`src/hdl/egt_defs.svh`:
```
// Constants for the edge and glitch trigger qualifier
// Notes on behaviour
// - Edge coupling AC, DC, low or high band suppress
// - Coupling read returns selected source's coupling
// - Slope positive, negative, either; kept per source
// - Mains line source takes no slope
// - Slope read returns selected source's slope
// - Edge source: analog, logic 0-15, aux, line, external
// - Analog index 1-2 or 1-4 by variant
// - External on two-channel, aux on four-channel only
// - Logic inputs only on mixed-signal variants
// - Source read returns current edge source
// - Glitch fires only below programmed width
// - Positive fires on fall, negative on rise
// - Glitch width spans 1.5 ns to 10 s; code holds at least one 100 ns clock cycle
// - Polarity positive or negative; source set separately
// - Polarity read returns held polarity
// - Glitch supports rearm delay and noise reject band
// - Edge fires on selected slope crossing level
`ifndef EGT_DEFS_SVH
`define EGT_DEFS_SVH

// ****************************************************************
// Register byte offsets
// ****************************************************************
`define EGT_A_MODE      8'h00
`define EGT_A_EDGE_SRC  8'h04
`define EGT_A_EDGE_COUP 8'h08
`define EGT_A_EDGE_SLP  8'h0c
`define EGT_A_GL_POL    8'h10
`define EGT_A_GL_SRC    8'h14
`define EGT_A_GL_WIDTH  8'h18
`define EGT_A_REARM     8'h1c
`define EGT_A_NOISE     8'h20
`define EGT_A_STATUS    8'h24
`define EGT_A_NONE      8'hff

// ****************************************************************
// Field layout and reset values
// ****************************************************************
`define EGT_SRC_IDX_W   4
`define EGT_SRC_W       7
`define EGT_NSLOPE      22
`define EGT_NCOUP       5
`define EGT_SL_LOGIC0   5'h04
`define EGT_SL_AUX      5'h14
`define EGT_SL_EXT      5'h15
`define EGT_CP_EXT      3'h4
`define EGT_IN_EXT      5'h04
`define EGT_IN_AUX      5'h05
`define EGT_IN_LINE     5'h06
`define EGT_IN_LOGIC0   5'h07
`define EGT_NIN         23
`define EGT_SRC_RST     7'h01
`define EGT_GW_RST      32'h0000000a

// ****************************************************************
// Timing
// ****************************************************************
`define EGT_CLK_PS      100000
`define EGT_CLK_HZ      10000000
`define EGT_GW_MIN_PS   1500
`define EGT_GW_MAX_S    10
`define EGT_GW_MIN_RAW  ((`EGT_GW_MIN_PS + `EGT_CLK_PS - 1) / `EGT_CLK_PS)
`define EGT_GW_MIN_CYC  ((`EGT_GW_MIN_RAW < 1) ? 1 : `EGT_GW_MIN_RAW)
`define EGT_GW_MAX_CYC  (`EGT_GW_MAX_S * `EGT_CLK_HZ)

`endif

```
`src/hdl/egt_pkg.sv`:
```
// Types for the edge and glitch trigger qualifier
`include "egt_defs.svh"
package egt_pkg;
  typedef enum logic {MD_EDGE = 1'b0, MD_GLITCH = 1'b1} egt_mode_t;
  typedef enum logic [2:0] {
    SRC_ANALOG = 3'h0,
    SRC_LOGIC  = 3'h1,
    SRC_AUX    = 3'h2,
    SRC_LINE   = 3'h3,
    SRC_EXT    = 3'h4
  } egt_kind_t;
  typedef enum logic [1:0] {
    CP_DC                 = 2'h0,
    CP_AC                 = 2'h1,
    CP_LOW_BAND_SUPPRESS  = 2'h2,
    CP_HIGH_BAND_SUPPRESS = 2'h3
  } egt_coup_t;
  typedef enum logic [1:0] {
    SL_POS    = 2'h0,
    SL_NEG    = 2'h1,
    SL_EITHER = 2'h2,
    SL_NONE   = 2'h3
  } egt_slope_t;
  typedef enum logic {GL_IDLE = 1'b0, GL_MEAS = 1'b1} egt_gstate_t;
  typedef struct packed {
    egt_mode_t                          mode;
    logic [`EGT_SRC_W-1:0]              edgeSrc;
    logic [`EGT_SRC_W-1:0]              glSrc;
    logic                               glPol;
    logic [`EGT_NSLOPE-1:0][1:0]        slope;
    logic [`EGT_NCOUP-1:0][1:0]         coup;
    logic [31:0]                        glWidth;
    logic [31:0]                        rearm_delay;
    logic                               noiseBand;
    logic [31:0]                        holdCnt;
    egt_gstate_t                        gst;
    logic [31:0]                        glCnt;
    logic                               prevRaw;
    logic                               filt;
    logic                               filtPrev;
    logic                               trig;
    logic [15:0]                        trigCount;
    egt_coup_t                          coupOut;
    logic                               wrPend;
    logic [7:0]                         addr;
    logic [31:0]                        hrdata;
    logic                               hreadyout;
    logic                               hresp;
  } egt_state_t;
endpackage : egt_pkg

```
`src/hdl/egt_sync.sv`:
```
// Three-stage input synchroniser with agreement filter
`timescale 1ns/10ps
`default_nettype none
module egt_sync #(
  parameter int WIDTH = 1
) (
  input  wire logic             mclk,
  input  wire logic             rst,
  input  wire logic             ce,
  input  wire logic [WIDTH-1:0] din,
  output logic      [WIDTH-1:0] dout
);
  import egt_pkg::*;

  typedef struct packed {
    logic [WIDTH-1:0] s1;
    logic [WIDTH-1:0] s2;
    logic [WIDTH-1:0] s3;
    logic [WIDTH-1:0] out;
  } egt_sync_t;

  egt_sync_t q;
  egt_sync_t next_q;
  logic [WIDTH-1:0] agree;

  generate
    if (WIDTH < 1)
    begin : gBadWidth
      $error("egt_sync WIDTH must be at least 1");
    end
  endgenerate

  // First stage feeds only the second; the filter looks at stages two and three
  assign agree = q.s2 ~^ q.s3;

  always_comb
  begin
    next_q = q;
    next_q.s1 = din;
    next_q.s2 = q.s1;
    next_q.s3 = q.s2;
    next_q.out = (q.s3 & agree) | (q.out & ~agree);
  end

  always_ff @(posedge mclk or posedge rst)
  begin
    if (rst)
      q <= '0;
    else if (ce)
      q <= next_q;
  end

  assign dout = q.out;
endmodule : egt_sync
`default_nettype wire

```
`src/hdl/egt_trigger.sv`:
```
// Edge and glitch trigger qualifier with AHB-Lite register slave
`timescale 1ns/10ps
`default_nettype none
`include "egt_defs.svh"
module egt_trigger #(
  parameter int          NUM_CH     = 4,
  parameter int          HAS_LOGIC  = 1,
  parameter int unsigned GW_MAX_CYC = `EGT_GW_MAX_CYC
) (
  input  wire logic            mclk,
  input  wire logic            rst,
  input  wire logic            ce,
  input  wire logic            hsel,
  input  wire logic [31:0]     haddr,
  input  wire logic [1:0]      htrans,
  input  wire logic            hwrite,
  input  wire logic [2:0]      hsize,
  input  wire logic [31:0]     hwdata,
  input  wire logic            hready,
  output logic      [31:0]     hrdata,
  output logic                 hreadyout,
  output logic                 hresp,
  input  wire logic [3:0]      analogAbove,
  input  wire logic            extAbove,
  input  wire logic            auxAbove,
  input  wire logic            lineAbove,
  input  wire logic [15:0]     logicIn,
  output logic                 trigPulse,
  output egt_pkg::egt_coup_t   couplingSel
);
  import egt_pkg::*;

  localparam int unsigned GW_MIN_CYC = `EGT_GW_MIN_CYC;

  egt_state_t              q;
  egt_state_t              next_q;
  logic [`EGT_NIN-1:0]     rawIn;
  logic [`EGT_NIN-1:0]     syncIn;
  logic                    edgeRise;
  logic                    edgeFall;
  logic                    actRise;
  logic                    actFall;

  // ****************************************************************
  // Parameter checks
  // ****************************************************************
  generate
    if (!(NUM_CH == 2 || NUM_CH == 4) || GW_MAX_CYC < GW_MIN_CYC || GW_MAX_CYC < `EGT_GW_RST)
    begin : gBadParam
      $error("egt_trigger: NUM_CH must be 2 or 4 and GW_MAX_CYC above minimum");
    end
  endgenerate

  // ****************************************************************
  // Source helpers
  // ****************************************************************
  function automatic logic srcOk(logic [`EGT_SRC_W-1:0] s, logic glitch);
    logic ok;
    ok = 1'b0;
    case (s[`EGT_SRC_W-1:`EGT_SRC_IDX_W])
      SRC_ANALOG: ok = (s[3:0] >= 4'h1) && (s[3:0] <= 4'(NUM_CH));
      SRC_LOGIC:  ok = (HAS_LOGIC != 0);
      SRC_AUX:    ok = !glitch && (NUM_CH == 4);
      SRC_LINE:   ok = !glitch;
      SRC_EXT:    ok = (NUM_CH == 2);
      default:    ok = 1'b0;
    endcase
    return ok;
  endfunction : srcOk

  function automatic logic [4:0] slopeIdx(logic [`EGT_SRC_W-1:0] s);
    logic [4:0] i;
    i = 5'h00;
    case (s[`EGT_SRC_W-1:`EGT_SRC_IDX_W])
      SRC_ANALOG: i = 5'(s[3:0]) - 5'h01;
      SRC_LOGIC:  i = `EGT_SL_LOGIC0 + 5'(s[3:0]);
      SRC_AUX:    i = `EGT_SL_AUX;
      SRC_EXT:    i = `EGT_SL_EXT;
      default:    i = 5'h00;
    endcase
    return i;
  endfunction : slopeIdx

  function automatic logic hasCoup(logic [`EGT_SRC_W-1:0] s);
    return (s[`EGT_SRC_W-1:`EGT_SRC_IDX_W] == SRC_ANALOG) ||
           (s[`EGT_SRC_W-1:`EGT_SRC_IDX_W] == SRC_EXT);
  endfunction : hasCoup

  function automatic logic [2:0] coupIdx(logic [`EGT_SRC_W-1:0] s);
    logic [2:0] i;
    i = (s[`EGT_SRC_W-1:`EGT_SRC_IDX_W] == SRC_EXT) ? `EGT_CP_EXT : 3'(s[3:0] - 4'h1);
    return i;
  endfunction : coupIdx

  function automatic logic pick(logic [`EGT_SRC_W-1:0] s, logic [`EGT_NIN-1:0] v);
    logic b;
    b = 1'b0;
    case (s[`EGT_SRC_W-1:`EGT_SRC_IDX_W])
      SRC_ANALOG: b = v[5'(s[3:0]) - 5'h01];
      SRC_LOGIC:  b = v[`EGT_IN_LOGIC0 + 5'(s[3:0])];
      SRC_AUX:    b = v[`EGT_IN_AUX];
      SRC_LINE:   b = v[`EGT_IN_LINE];
      SRC_EXT:    b = v[`EGT_IN_EXT];
      default:    b = 1'b0;
    endcase
    return b;
  endfunction : pick

  function automatic logic [31:0] rdMux(egt_state_t s, logic [7:0] a);
    logic [31:0] d;
    d = 32'h00000000;
    case (a)
      `EGT_A_MODE:      d = {31'h0, s.mode};
      `EGT_A_EDGE_SRC:  d = {25'h0, s.edgeSrc};
      `EGT_A_EDGE_COUP: d = hasCoup(s.edgeSrc) ? {30'h0, s.coup[coupIdx(s.edgeSrc)]}
                                               : {30'h0, CP_DC};
      `EGT_A_EDGE_SLP:  d = (s.edgeSrc[6:4] == SRC_LINE) ? {30'h0, SL_NONE}
                                                         : {30'h0, s.slope[slopeIdx(s.edgeSrc)]};
      `EGT_A_GL_POL:    d = {31'h0, s.glPol};
      `EGT_A_GL_SRC:    d = {25'h0, s.glSrc};
      `EGT_A_GL_WIDTH:  d = s.glWidth;
      `EGT_A_REARM:     d = s.rearm_delay;
      `EGT_A_NOISE:     d = {31'h0, s.noiseBand};
      `EGT_A_STATUS:    d = {14'h0, s.gst, (s.holdCnt != 32'h0), s.trigCount};
      default:          d = 32'h00000000;
    endcase
    return d;
  endfunction : rdMux

  // ****************************************************************
  // Input synchroniser
  // ****************************************************************
  assign rawIn = {logicIn, lineAbove, auxAbove, extAbove, analogAbove};

  egt_sync #(
    .WIDTH (`EGT_NIN)
  ) uSync (
    .mclk  (mclk),
    .rst   (rst),
    .ce    (ce),
    .din   (rawIn),
    .dout  (syncIn)
  );

  assign edgeRise = q.filt & ~q.filtPrev;
  assign edgeFall = ~q.filt & q.filtPrev;
  assign actRise  = q.glPol ? edgeFall : edgeRise;
  assign actFall  = q.glPol ? edgeRise : edgeFall;

  // ****************************************************************
  // Next-state logic
  // ****************************************************************
  always_comb
  begin
    logic [`EGT_SRC_W-1:0] src;
    logic                  raw;
    logic                  eFire;
    logic                  gFire;
    logic                  fire;
    egt_slope_t            sl;
    src   = '0;
    raw   = 1'b0;
    eFire = 1'b0;
    gFire = 1'b0;
    fire  = 1'b0;
    sl    = SL_POS;
    next_q = q;

    // Write data phase; mode ordering is left to the host
    if (q.wrPend)
    begin
      case (q.addr)
        `EGT_A_MODE:      next_q.mode = egt_mode_t'(hwdata[0]);
        `EGT_A_EDGE_SRC:
        begin
          if (srcOk(hwdata[6:0], 1'b0))
            next_q.edgeSrc = hwdata[6:0];
        end
        `EGT_A_EDGE_COUP:
        begin
          if (hasCoup(q.edgeSrc))
            next_q.coup[coupIdx(q.edgeSrc)] = hwdata[1:0];
        end
        `EGT_A_EDGE_SLP:
        begin
          if (q.edgeSrc[6:4] != SRC_LINE && hwdata[1:0] != SL_NONE)
            next_q.slope[slopeIdx(q.edgeSrc)] = hwdata[1:0];
        end
        `EGT_A_GL_POL:    next_q.glPol = hwdata[0];
        `EGT_A_GL_SRC:
        begin
          if (srcOk(hwdata[6:0], 1'b1))
            next_q.glSrc = hwdata[6:0];
        end
        `EGT_A_GL_WIDTH:
        begin
          if (hwdata < 32'(GW_MIN_CYC))
            next_q.glWidth = 32'(GW_MIN_CYC);
          else if (hwdata > 32'(GW_MAX_CYC))
            next_q.glWidth = 32'(GW_MAX_CYC);
          else
            next_q.glWidth = hwdata;
        end
        `EGT_A_REARM:     next_q.rearm_delay = hwdata;
        `EGT_A_NOISE:     next_q.noiseBand = hwdata[0];
        default:          next_q.mode = q.mode;
      endcase
    end

    // Address phase; sub-word writes are dropped
    next_q.wrPend = hsel && htrans[1] && hready && hwrite && (hsize == 3'h2);
    next_q.addr   = (haddr[31:8] == 24'h0) ? haddr[7:0] : `EGT_A_NONE;

    // Source select and optional noise reject band
    src = (q.mode == MD_GLITCH) ? q.glSrc : q.edgeSrc;
    raw = pick(src, syncIn);
    next_q.prevRaw  = raw;
    next_q.filt     = (!q.noiseBand || raw == q.prevRaw) ? raw : q.filt;
    next_q.filtPrev = q.filt;

    // Edge qualification; the mains line ignores the slope
    sl = egt_slope_t'(q.slope[slopeIdx(q.edgeSrc)]);
    if (q.edgeSrc[6:4] == SRC_LINE)
      eFire = edgeRise;
    else
    begin
      case (sl)
        SL_POS:    eFire = edgeRise;
        SL_NEG:    eFire = edgeFall;
        SL_EITHER: eFire = edgeRise | edgeFall;
        default:   eFire = 1'b0;
      endcase
    end

    // Glitch width measurement in clock cycles
    case (q.gst)
      GL_IDLE:
      begin
        if (q.mode == MD_GLITCH && actRise)
        begin
          next_q.gst   = GL_MEAS;
          next_q.glCnt = 32'h00000001;
        end
      end
      GL_MEAS:
      begin
        if (q.mode != MD_GLITCH)
          next_q.gst = GL_IDLE;
        else if (actFall)
        begin
          next_q.gst = GL_IDLE;
          gFire      = (q.glCnt < q.glWidth);
        end
        else if (q.glCnt != 32'hffffffff)
          next_q.glCnt = q.glCnt + 32'h00000001;
      end
      default: next_q.gst = GL_IDLE;
    endcase

    // Rearm delay blocks triggers after each one
    fire = ((q.mode == MD_GLITCH) ? gFire : eFire) && (q.holdCnt == 32'h0);
    if (fire)
    begin
      next_q.holdCnt   = next_q.rearm_delay;
      next_q.trigCount = q.trigCount + 16'h0001;
    end
    else if (q.holdCnt != 32'h0)
      next_q.holdCnt = q.holdCnt - 32'h00000001;
    next_q.trig = fire;

    next_q.coupOut   = hasCoup(next_q.edgeSrc) ?
                       egt_coup_t'(next_q.coup[coupIdx(next_q.edgeSrc)]) : CP_DC;
    next_q.hrdata    = rdMux(next_q, next_q.addr);
    next_q.hreadyout = 1'b1;
    next_q.hresp     = 1'b0;
  end

  // ****************************************************************
  // State register
  // ****************************************************************
  always_ff @(posedge mclk or posedge rst)
  begin
    if (rst)
    begin
      q           <= '0;
      q.edgeSrc   <= `EGT_SRC_RST;
      q.glSrc     <= `EGT_SRC_RST;
      q.glWidth   <= `EGT_GW_RST;
      q.hreadyout <= 1'b1;
    end
    else if (ce)
      q <= next_q;
  end

  assign hrdata      = q.hrdata;
  assign hreadyout   = q.hreadyout;
  assign hresp       = q.hresp;
  assign trigPulse   = q.trig;
  assign couplingSel = q.coupOut;
endmodule : egt_trigger
`default_nettype wire

```
`config.mk`:
```
export PLATFORM = sky130hd
export DESIGN_NAME = egt_trigger
export DESIGN_NICKNAME = d
export VERILOG_FILES = /design/src/hdl/egt_pkg.sv /design/src/hdl/egt_sync.sv /design/src/hdl/egt_trigger.sv
export VERILOG_INCLUDE_DIRS = /design/src /design/src/hdl
export SDC_FILE = /design/constraint.sdc
export NUM_CORES = 1
export LEC_CHECK = 0
export ABC_AREA = 0
export ABC_CLOCK_PERIOD_IN_PS = 14600
export BUFFER_PORTS_ARGS = -buffer_cell sky130_fd_sc_hd__buf_4
export CAP_MARGIN = 20
export CELL_PAD_IN_SITES_DETAIL_PLACEMENT = 1
export CELL_PAD_IN_SITES_GLOBAL_PLACEMENT = 2
export CORE_MARGIN = 4
export CORE_UTILIZATION = 39
export CTS_CLUSTER_SIZE = 16
export DETAILED_ROUTE_END_ITERATION = 16
export PLACE_DENSITY = 0.81
export SLEW_MARGIN = 20
export SYNTH_ARGS = -nofsm -noshare
export SYNTH_HDL_FRONTEND = slang
export SYNTH_SLANG_ARGS = --single-unit
```
`constraint.sdc`:
```
create_clock -name mclk -period 14.6 [get_ports mclk]
set_input_delay 0.73 -clock mclk [delete_from_list [all_inputs] [get_ports mclk]]
set_output_delay 0.73 -clock mclk [all_outputs]
set_load 0.02 [all_outputs]
```
* Word-level counts from Yosys, hierarchy flattened
Index checks and enable logic that the tools add are counted.
Word-level totals: bits in registers 355
Cells by class: reductions and logical operators 28, eq/ne operators 43, $lt $le $gt $ge 14, add/subtract/negate cells 11, bitwise logic cells 11, mux-type cells 70
Operators by type and width (number):
- $pmux 32 s10 | 1
- $mux 32 | 9
- $mux 135 | 1
- $mux 44 | 2
- $pmux 33 s2 | 1
- $eq 8x5->1 const B | 8
- $reduce_bool 32->1 | 2
- $and 23x23->23 | 2
- $bwmux 44 | 1
- $pmux 5 s4 | 2
- $mux 7 | 5
- $mux 33 | 1
- $add 32x1->32 const B | 1
- $eq 8x4->1 const B | 4
- $gt 32x27->1 const B | 1
- $logic_not 32->1 | 1
- $lt 32x1->1 const B | 1
- $lt 32x32->1 | 1
- $ne 32x32->1 const B | 1
- $sub 32x1->32 const B | 1
- $lt 5x6->1 const B | 5
- $eq 3x2->1 const B | 9
- $eq 8x6->1 const B | 3
- $logic_not 24->1 | 1
- 49 further kinds | 113

* Longest topological paths before layout
depth after elaboration 20, depth in mapped cells 19

* Cells and area by module
A second synthesis with hierarchy kept.
Unflattened totals: cells, all modules 2378, area total of the unflattened synthesis 21649.5 µm²
By module, submodules not included:
- egt_trigger | times used 1, cells each 2109, area an instance 17636.9 µm², sequential area each 6586.3 µm²
- egt_sync | times used 1, cells each 269, area an instance 4012.6 µm², sequential area each 2302.2 µm²

* Worst setup path after synthesis
OpenSTA, ideal clock, no wires.
path kind input-to-reg, start input hwdata[6], end register q, in the netlist hrdata[1], stages 16, setup slack 10.228 ns, path buffers 2, library setup time 0.126 ns, data arrival time 4.246 ns, required time 14.474 ns, cells stage by stage or4b_1 or4_1 buf_2 o21ai_0 nand2_1 inv_1 ha_1 buf_1 nand2_1 o2111ai_4 mux2i_1 a2111oi_4 a2111oi_1 a211oi_2 nand3_1 o32a_1
Between the ends: cells in the longest elaborated chain, start to end 15
RTL lines:
- start, declared | line egt_trigger.sv:18 | input wire logic [31:0] hwdata,
- $eq 3x1->1 or $eq 3x2->1 (tied branches) | line egt_trigger.sv:60 | case (s[`EGT_SRC_W-1:`EGT_SRC_IDX_W])
- $reduce_or 3->1 (no line)
- $pmux 1 s2 | line egt_trigger.sv:60
- $mux 1 | line egt_trigger.sv:172 | case (q.addr)
- $mux 1 | line egt_trigger.sv:170 | if (q.wrPend)
- $mux 7 | line egt_trigger.sv:176 | if (srcOk(hwdata[6:0], 1'b0))
- $mux 7 | line egt_trigger.sv:172
- $mux 135 * | line egt_trigger.sv:170
- $add 3x4->5 (no line), or another cell as far along
- $pmux 5 s4 | line egt_trigger.sv:74 | case (s[`EGT_SRC_W-1:`EGT_SRC_IDX_W])
- $mux 5 | line egt_trigger.sv:112 | case (a)
- $bmux 2 s5 | line egt_trigger.sv:118 | : {30'h0, s.slope[slopeIdx(s.edgeSrc)]};
- $mux 2 (not written as such) | line egt_trigger.sv:118
- $mux 2 | line egt_trigger.sv:117 | `EGT_A_EDGE_SLP: d = (s.edgeSrc[6:4] == SRC_LINE) ? {30'h0, SL_NONE}
- $pmux 32 s10 * | line egt_trigger.sv:112
- end signal, assigned | line egt_trigger.sv:292 | q <= next_q;
- end, declared | line egt_trigger.sv:35 | egt_state_t q;
Every way passes the cells marked *; elsewhere a longest branch is shown, timed or not. The select of a mux whose other input is x is not followed. A chain may end at the register's enable or synchronous reset.

* Final worst setup path
start register q[257] (netlist bit), end register q[129] (netlist bit)
Between the ends: cells in the longest elaborated chain, start to end 10
RTL lines:
- $add 3x4->5 (no line) or $sub 4x1->5 (tied branches)
- $pmux 5 s4 * | line egt_trigger.sv:74
- $bmux 2 s5 * | line egt_trigger.sv:222 | sl = egt_slope_t'(q.slope[slopeIdx(q.edgeSrc)]);
- $mux 2 (not written as such) * | line egt_trigger.sv:222
- $eq 2x2->1, or another cell as far along | line egt_trigger.sv:227 | case (sl)
- $pmux 1 s3 * | line egt_trigger.sv:227
- $mux 1 * | line egt_trigger.sv:223 | if (q.edgeSrc[6:4] == SRC_LINE)
- $mux 1 * | line egt_trigger.sv:261 | fire = ((q.mode == MD_GLITCH) ? gFire : eFire) && (q.holdCnt == 32'h0);
- $logic_and 1x1->1 * | line egt_trigger.sv:261
- $mux 32 * | line egt_trigger.sv:262 | if (fire)
Marks and branches as above.

==> results.tsv <==
metric	value	unit
die boundary height	242	µm
effective utilization at floorplan	0.395	
maximum number of pins on one net before global-route repair	165	
distinct cell type count after synthesis	93	
CTS max path bufs	3	
routed wire length per instance	23.1	µm
last weighted congestion value of the routability-driven placer	0.887	
instance count of the mapped netlist	2363	
Hold Slack	0.296	ns
actual slew at the worst max-slew pin	1.16	ns
Post-CTS Setup Inserts	0	
Arr. time, crit path	5.90	ns
Post-Synthesis Mean Instance Area	9.03	µm²
Setup CP Type	register to register	
final hold violation count	0	
H-tree levels	2	
peak per-stage delay on the critical path	0.87	ns
count of routing violations after the opening detailed-route iteration	1296	
family with the most delay on the worst path	compound AO/OA/AOI/OAI gates	
area enclosed by the die boundary	58500	µm²
synth warn	0	
switching component of the power	0.727	mW
count of input and output buffers	131	
Yosys reg bits	355	
Clk Latency, worst-skew pair	0.60	ns
CTS tree	yes	
setup slack, reg-to-reg	9.20	ns
Final Max Tran Viols	0	
sum of negative setup slack	0	ns
final routed DRC violation total	0	
total of max-cap violations	0	
final critical-path required period	5.40	ns
DP Area	22600	µm²
worst setup skew after layout	0.0157	ns
biggest fanout along the worst timing path	11	
number of rows in the core area	85	
final standard cell count with taps included and fillers excluded	3119	
cell chain of the critical path	inv_1 -> ha_1 -> nand2b_1 -> and3_1 -> mux2i_1 -> a221o_1 -> a21oi_1 -> nor4_1 -> a211oi_1 -> o311ai_2 -> nor2_1 -> a21oi_1 -> o31ai_1	
sequential cell fraction of total power	0.440	
CP most frequent cell	sky130_fd_sc_hd__a21oi_1	
Detailed Route WL	72000	µm
critical path's slowest cell	sky130_fd_sc_hd__nor2_1	
Buf+Inv Stages, Crit Path	1	
power share of the clock group	0.437	
Sink Count	355	
number of antenna violations at the first check in global routing	2	
part of the cycle the worst path needs	0.370	
static leakage	10.2	nW
synth top area cells	sky130_fd_sc_hd__dfrtp_1, sky130_fd_sc_hd__mux2_2, sky130_fd_sc_hd__o21ai_0	
aggregate global-route resource usage	0.241	
Die Span X	242	µm
library cell with the largest summed area after synthesis	sky130_fd_sc_hd__dfrtp_1	
standard cell core area	54000	µm²
via count normalized by instance count	6.01	
total power draw	2.60	mW
net count after synthesis	2504	
Critical Path End Type	register	
run status	completed	
global route overflow	0	
worst slew margin relative to its limit	0.225	
register clock-pin slew on the reported worst setup and hold paths	0.06	ns
DRT antenna net count	0	
worst voltage drop across the vdd grid	0.0000797	V
Yosys top cell area share	0.412	
final instance area	24100	µm²
hold-fix buffers at CTS	0	
count of instances resized after the clock tree is built	0	
number of cells after detailed placement	3041	
layout-stage area growth over the synthesis result	12.9	%
Required @ worst endpoint	15.10	ns
wire length of the first global-routing pass	114000	µm
EDFF count, synth	0	
Critical Path Start Type	register	
vias in the first global route	19645	
Post-Syn Area	21300	µm²
min-delay worst type	input port to async pin	
number of buffers added by the clock tree synthesis step	43	
Final nets	2531	
main flop type after synthesis	sky130_fd_sc_hd__dfrtp_1	
sw frac	0.280	
boundary pin count	135	
fraction of the yosys area taken by sequential cells	0.417	
fraction of layout instances using a drive strength above 1	0.161	
internal cell power	1.87	mW
top achievable clock speed	185	MHz
clock root cell	sky130_fd_sc_hd__clkbuf_16	
HPWL after detailed placement	50600	µm
Logic pwr share	0.122	
total of endpoints with negative setup slack in the final report	0	
number of vias in the routed layout	18741	
Cell Pwr Density	108	nW/µm²
FFs w/ async S/R, synth	1.00	
count of TritonRoute iterations in the first routing pass	5	
setup repair after global routing missed its margin	no	
cells in the mapped netlist (14+ instances only):
| library cell | number |
|---|---|
| sky130_fd_sc_hd__nand3_1 | 76 |
| sky130_fd_sc_hd__or2_2 | 20 |
| sky130_fd_sc_hd__buf_2 | 17 |
| sky130_fd_sc_hd__o22ai_1 | 27 |
| sky130_fd_sc_hd__nor4_1 | 36 |
| sky130_fd_sc_hd__or3_1 | 29 |
| sky130_fd_sc_hd__nand4_1 | 36 |
| sky130_fd_sc_hd__a21o_1 | 16 |
| sky130_fd_sc_hd__xnor2_1 | 35 |
| sky130_fd_sc_hd__nor2_1 | 203 |
| sky130_fd_sc_hd__mux2_2 | 104 |
| sky130_fd_sc_hd__and2_1 | 17 |
| sky130_fd_sc_hd__o21ai_0 | 194 |
| sky130_fd_sc_hd__nand2_1 | 210 |
| sky130_fd_sc_hd__and3_1 | 25 |
| sky130_fd_sc_hd__buf_1 | 23 |
| sky130_fd_sc_hd__a211oi_1 | 15 |
| sky130_fd_sc_hd__o211ai_1 | 16 |
| sky130_fd_sc_hd__a22oi_1 | 37 |
| sky130_fd_sc_hd__nand2b_1 | 19 |
| sky130_fd_sc_hd__o2bb2ai_1 | 14 |
| sky130_fd_sc_hd__xor2_1 | 17 |
| sky130_fd_sc_hd__o31ai_1 | 14 |
| sky130_fd_sc_hd__a22o_1 | 38 |
| sky130_fd_sc_hd__inv_1 | 104 |
| sky130_fd_sc_hd__ha_1 | 43 |
| sky130_fd_sc_hd__buf_4 | 40 |
| sky130_fd_sc_hd__nor3_1 | 49 |
| sky130_fd_sc_hd__dfrtp_1 | 351 |
| sky130_fd_sc_hd__mux2i_1 | 77 |
| sky130_fd_sc_hd__a21oi_1 | 167 |
| sky130_fd_sc_hd__clkbuf_1 | 93 |
per-stage QoR:
step / setup slack, ns / utilization
6_report: 9.20 / 0.446
5_1_grt: 8.89 / 0.446
4_1_cts: 9.22 / 0.446
3_5_place_dp: 9.08 / 0.418
3_3_place_gp: 9.14 / 0.418
2_1_floorplan: 4.03 / -
power by group through the flow:
stage / logic (mW) / registers [mW] / clock network [mW]
floorplan: 0.215 / 1.13 / 0
global placement: 0.305 / 1.15 / 0
detailed placement: 0.320 / 1.16 / 0
CTS: 0.322 / 1.14 / 1.16
global route: 0.356 / 1.16 / 1.20
finish: 0.318 / 1.14 / 1.14
flip-flops by register name (all words and copies together), names as in the netlist, named ones only:
signal,cells
uSync.q,23
uSync.next_q,46
hrdata,32
q,227
next_q,1
trigPulse,1
couplingSel,2
worst reg2reg max path: stages, from the launching register on:
cell	delay, ns
sky130_fd_sc_hd__dfstp_2	0.63
sky130_fd_sc_hd__inv_1	0.12
sky130_fd_sc_hd__ha_1	0.41
sky130_fd_sc_hd__nand2b_1	0.14
sky130_fd_sc_hd__and3_1	0.63
sky130_fd_sc_hd__mux2i_1	0.16
sky130_fd_sc_hd__a221o_1	0.39
sky130_fd_sc_hd__a21oi_1	0.38
sky130_fd_sc_hd__nor4_1	0.10
sky130_fd_sc_hd__a211oi_1	0.62
sky130_fd_sc_hd__o311ai_2	0.39
sky130_fd_sc_hd__nor2_1	0.87
sky130_fd_sc_hd__a21oi_1	0.20
sky130_fd_sc_hd__o31ai_1	0.26
cells by family (layout without fill, tap and decap cells):
family	count (synthesis)	in the layout	share of synthesized area
and+or+nand+nor	781	781	0.178
AOI/OAI and AO/OA	663	663	0.202
DFF	355	355	0.417
buffers and inverters	279	338	0.0578
muxes	188	188	0.0980
xor gates and xnor gates	52	52	0.0214
adders and majority gates	43	43	0.0252
other	2	3	0.000352
layout by cell type, fill, tap and decap left out, types with 14 or more instances in the layout:
master | netlist | final
sky130_fd_sc_hd__nor2_1 | 203 | 203
sky130_fd_sc_hd__o211ai_1 | 16 | 16
sky130_fd_sc_hd__clkbuf_16 | 0 | 43
sky130_fd_sc_hd__nor4_1 | 36 | 34
sky130_fd_sc_hd__or2_2 | 20 | 20
sky130_fd_sc_hd__nor3_1 | 49 | 49
sky130_fd_sc_hd__a211oi_1 | 15 | 14
sky130_fd_sc_hd__a21oi_1 | 167 | 167
sky130_fd_sc_hd__mux2_2 | 104 | 104
sky130_fd_sc_hd__or3_1 | 29 | 29
sky130_fd_sc_hd__mux2i_1 | 77 | 77
sky130_fd_sc_hd__xnor2_1 | 35 | 35
sky130_fd_sc_hd__o2bb2ai_1 | 14 | 14
sky130_fd_sc_hd__nand2b_1 | 19 | 19
sky130_fd_sc_hd__buf_4 | 40 | 154
sky130_fd_sc_hd__a22o_1 | 38 | 38
sky130_fd_sc_hd__dfrtp_1 | 351 | 351
sky130_fd_sc_hd__nand2_1 | 210 | 209
sky130_fd_sc_hd__xor2_1 | 17 | 17
sky130_fd_sc_hd__nand3_1 | 76 | 76
sky130_fd_sc_hd__inv_1 | 104 | 102
sky130_fd_sc_hd__and2_1 | 17 | 17
sky130_fd_sc_hd__ha_1 | 43 | 43
sky130_fd_sc_hd__o22ai_1 | 27 | 27
sky130_fd_sc_hd__and3_1 | 25 | 25
sky130_fd_sc_hd__nand4_1 | 36 | 36
sky130_fd_sc_hd__a21o_1 | 16 | 16
sky130_fd_sc_hd__o21ai_0 | 194 | 194
sky130_fd_sc_hd__a22oi_1 | 37 | 37
final timing paths:
check | startpoint | end | depth (start not counted)
max in group asynchronous | rst | q[180]$_DFFE_PP0P_ | 3
min reg2reg | uSync.next_q[54]$_DFFE_PP0P_ | uSync.next_q[31]$_DFFE_PP0P_ | 2
min | rst | q[34]$_DFFE_PP0P_ | 2
min in group mclk | logicIn[13] | uSync.next_q[66]$_DFFE_PP0P_ | 2
max | q[257]$_DFFE_PP1P_ | q[129]$_DFFE_PP0P_ | 13
max reg2reg | q[257]$_DFFE_PP1P_ | q[129]$_DFFE_PP0P_ | 13
metal layers:
metal	part of all wire	up-vias	GRT usage
met5	0.00018	-	0
met4	0.040	2	0.0912
met3	0.050	148	0.0359
met2	0.48	454	0.412
met1	0.43	9516	0.310
li1	-	8621	-
layout make-up:
cell class,count,area [µm²]
Antenna cell,1,2.50
Clock inverter,15,220
Timing Repair Buffer,157,1200
Multi-Input combinational cell,1729,11200
Tap cell,696,871
Clock buffer,62,1270
Sequential cell,355,8890
Inverter,104,398
Fill cell,6209,29900
Note: power is estimated with default switching activity, not from simulation.
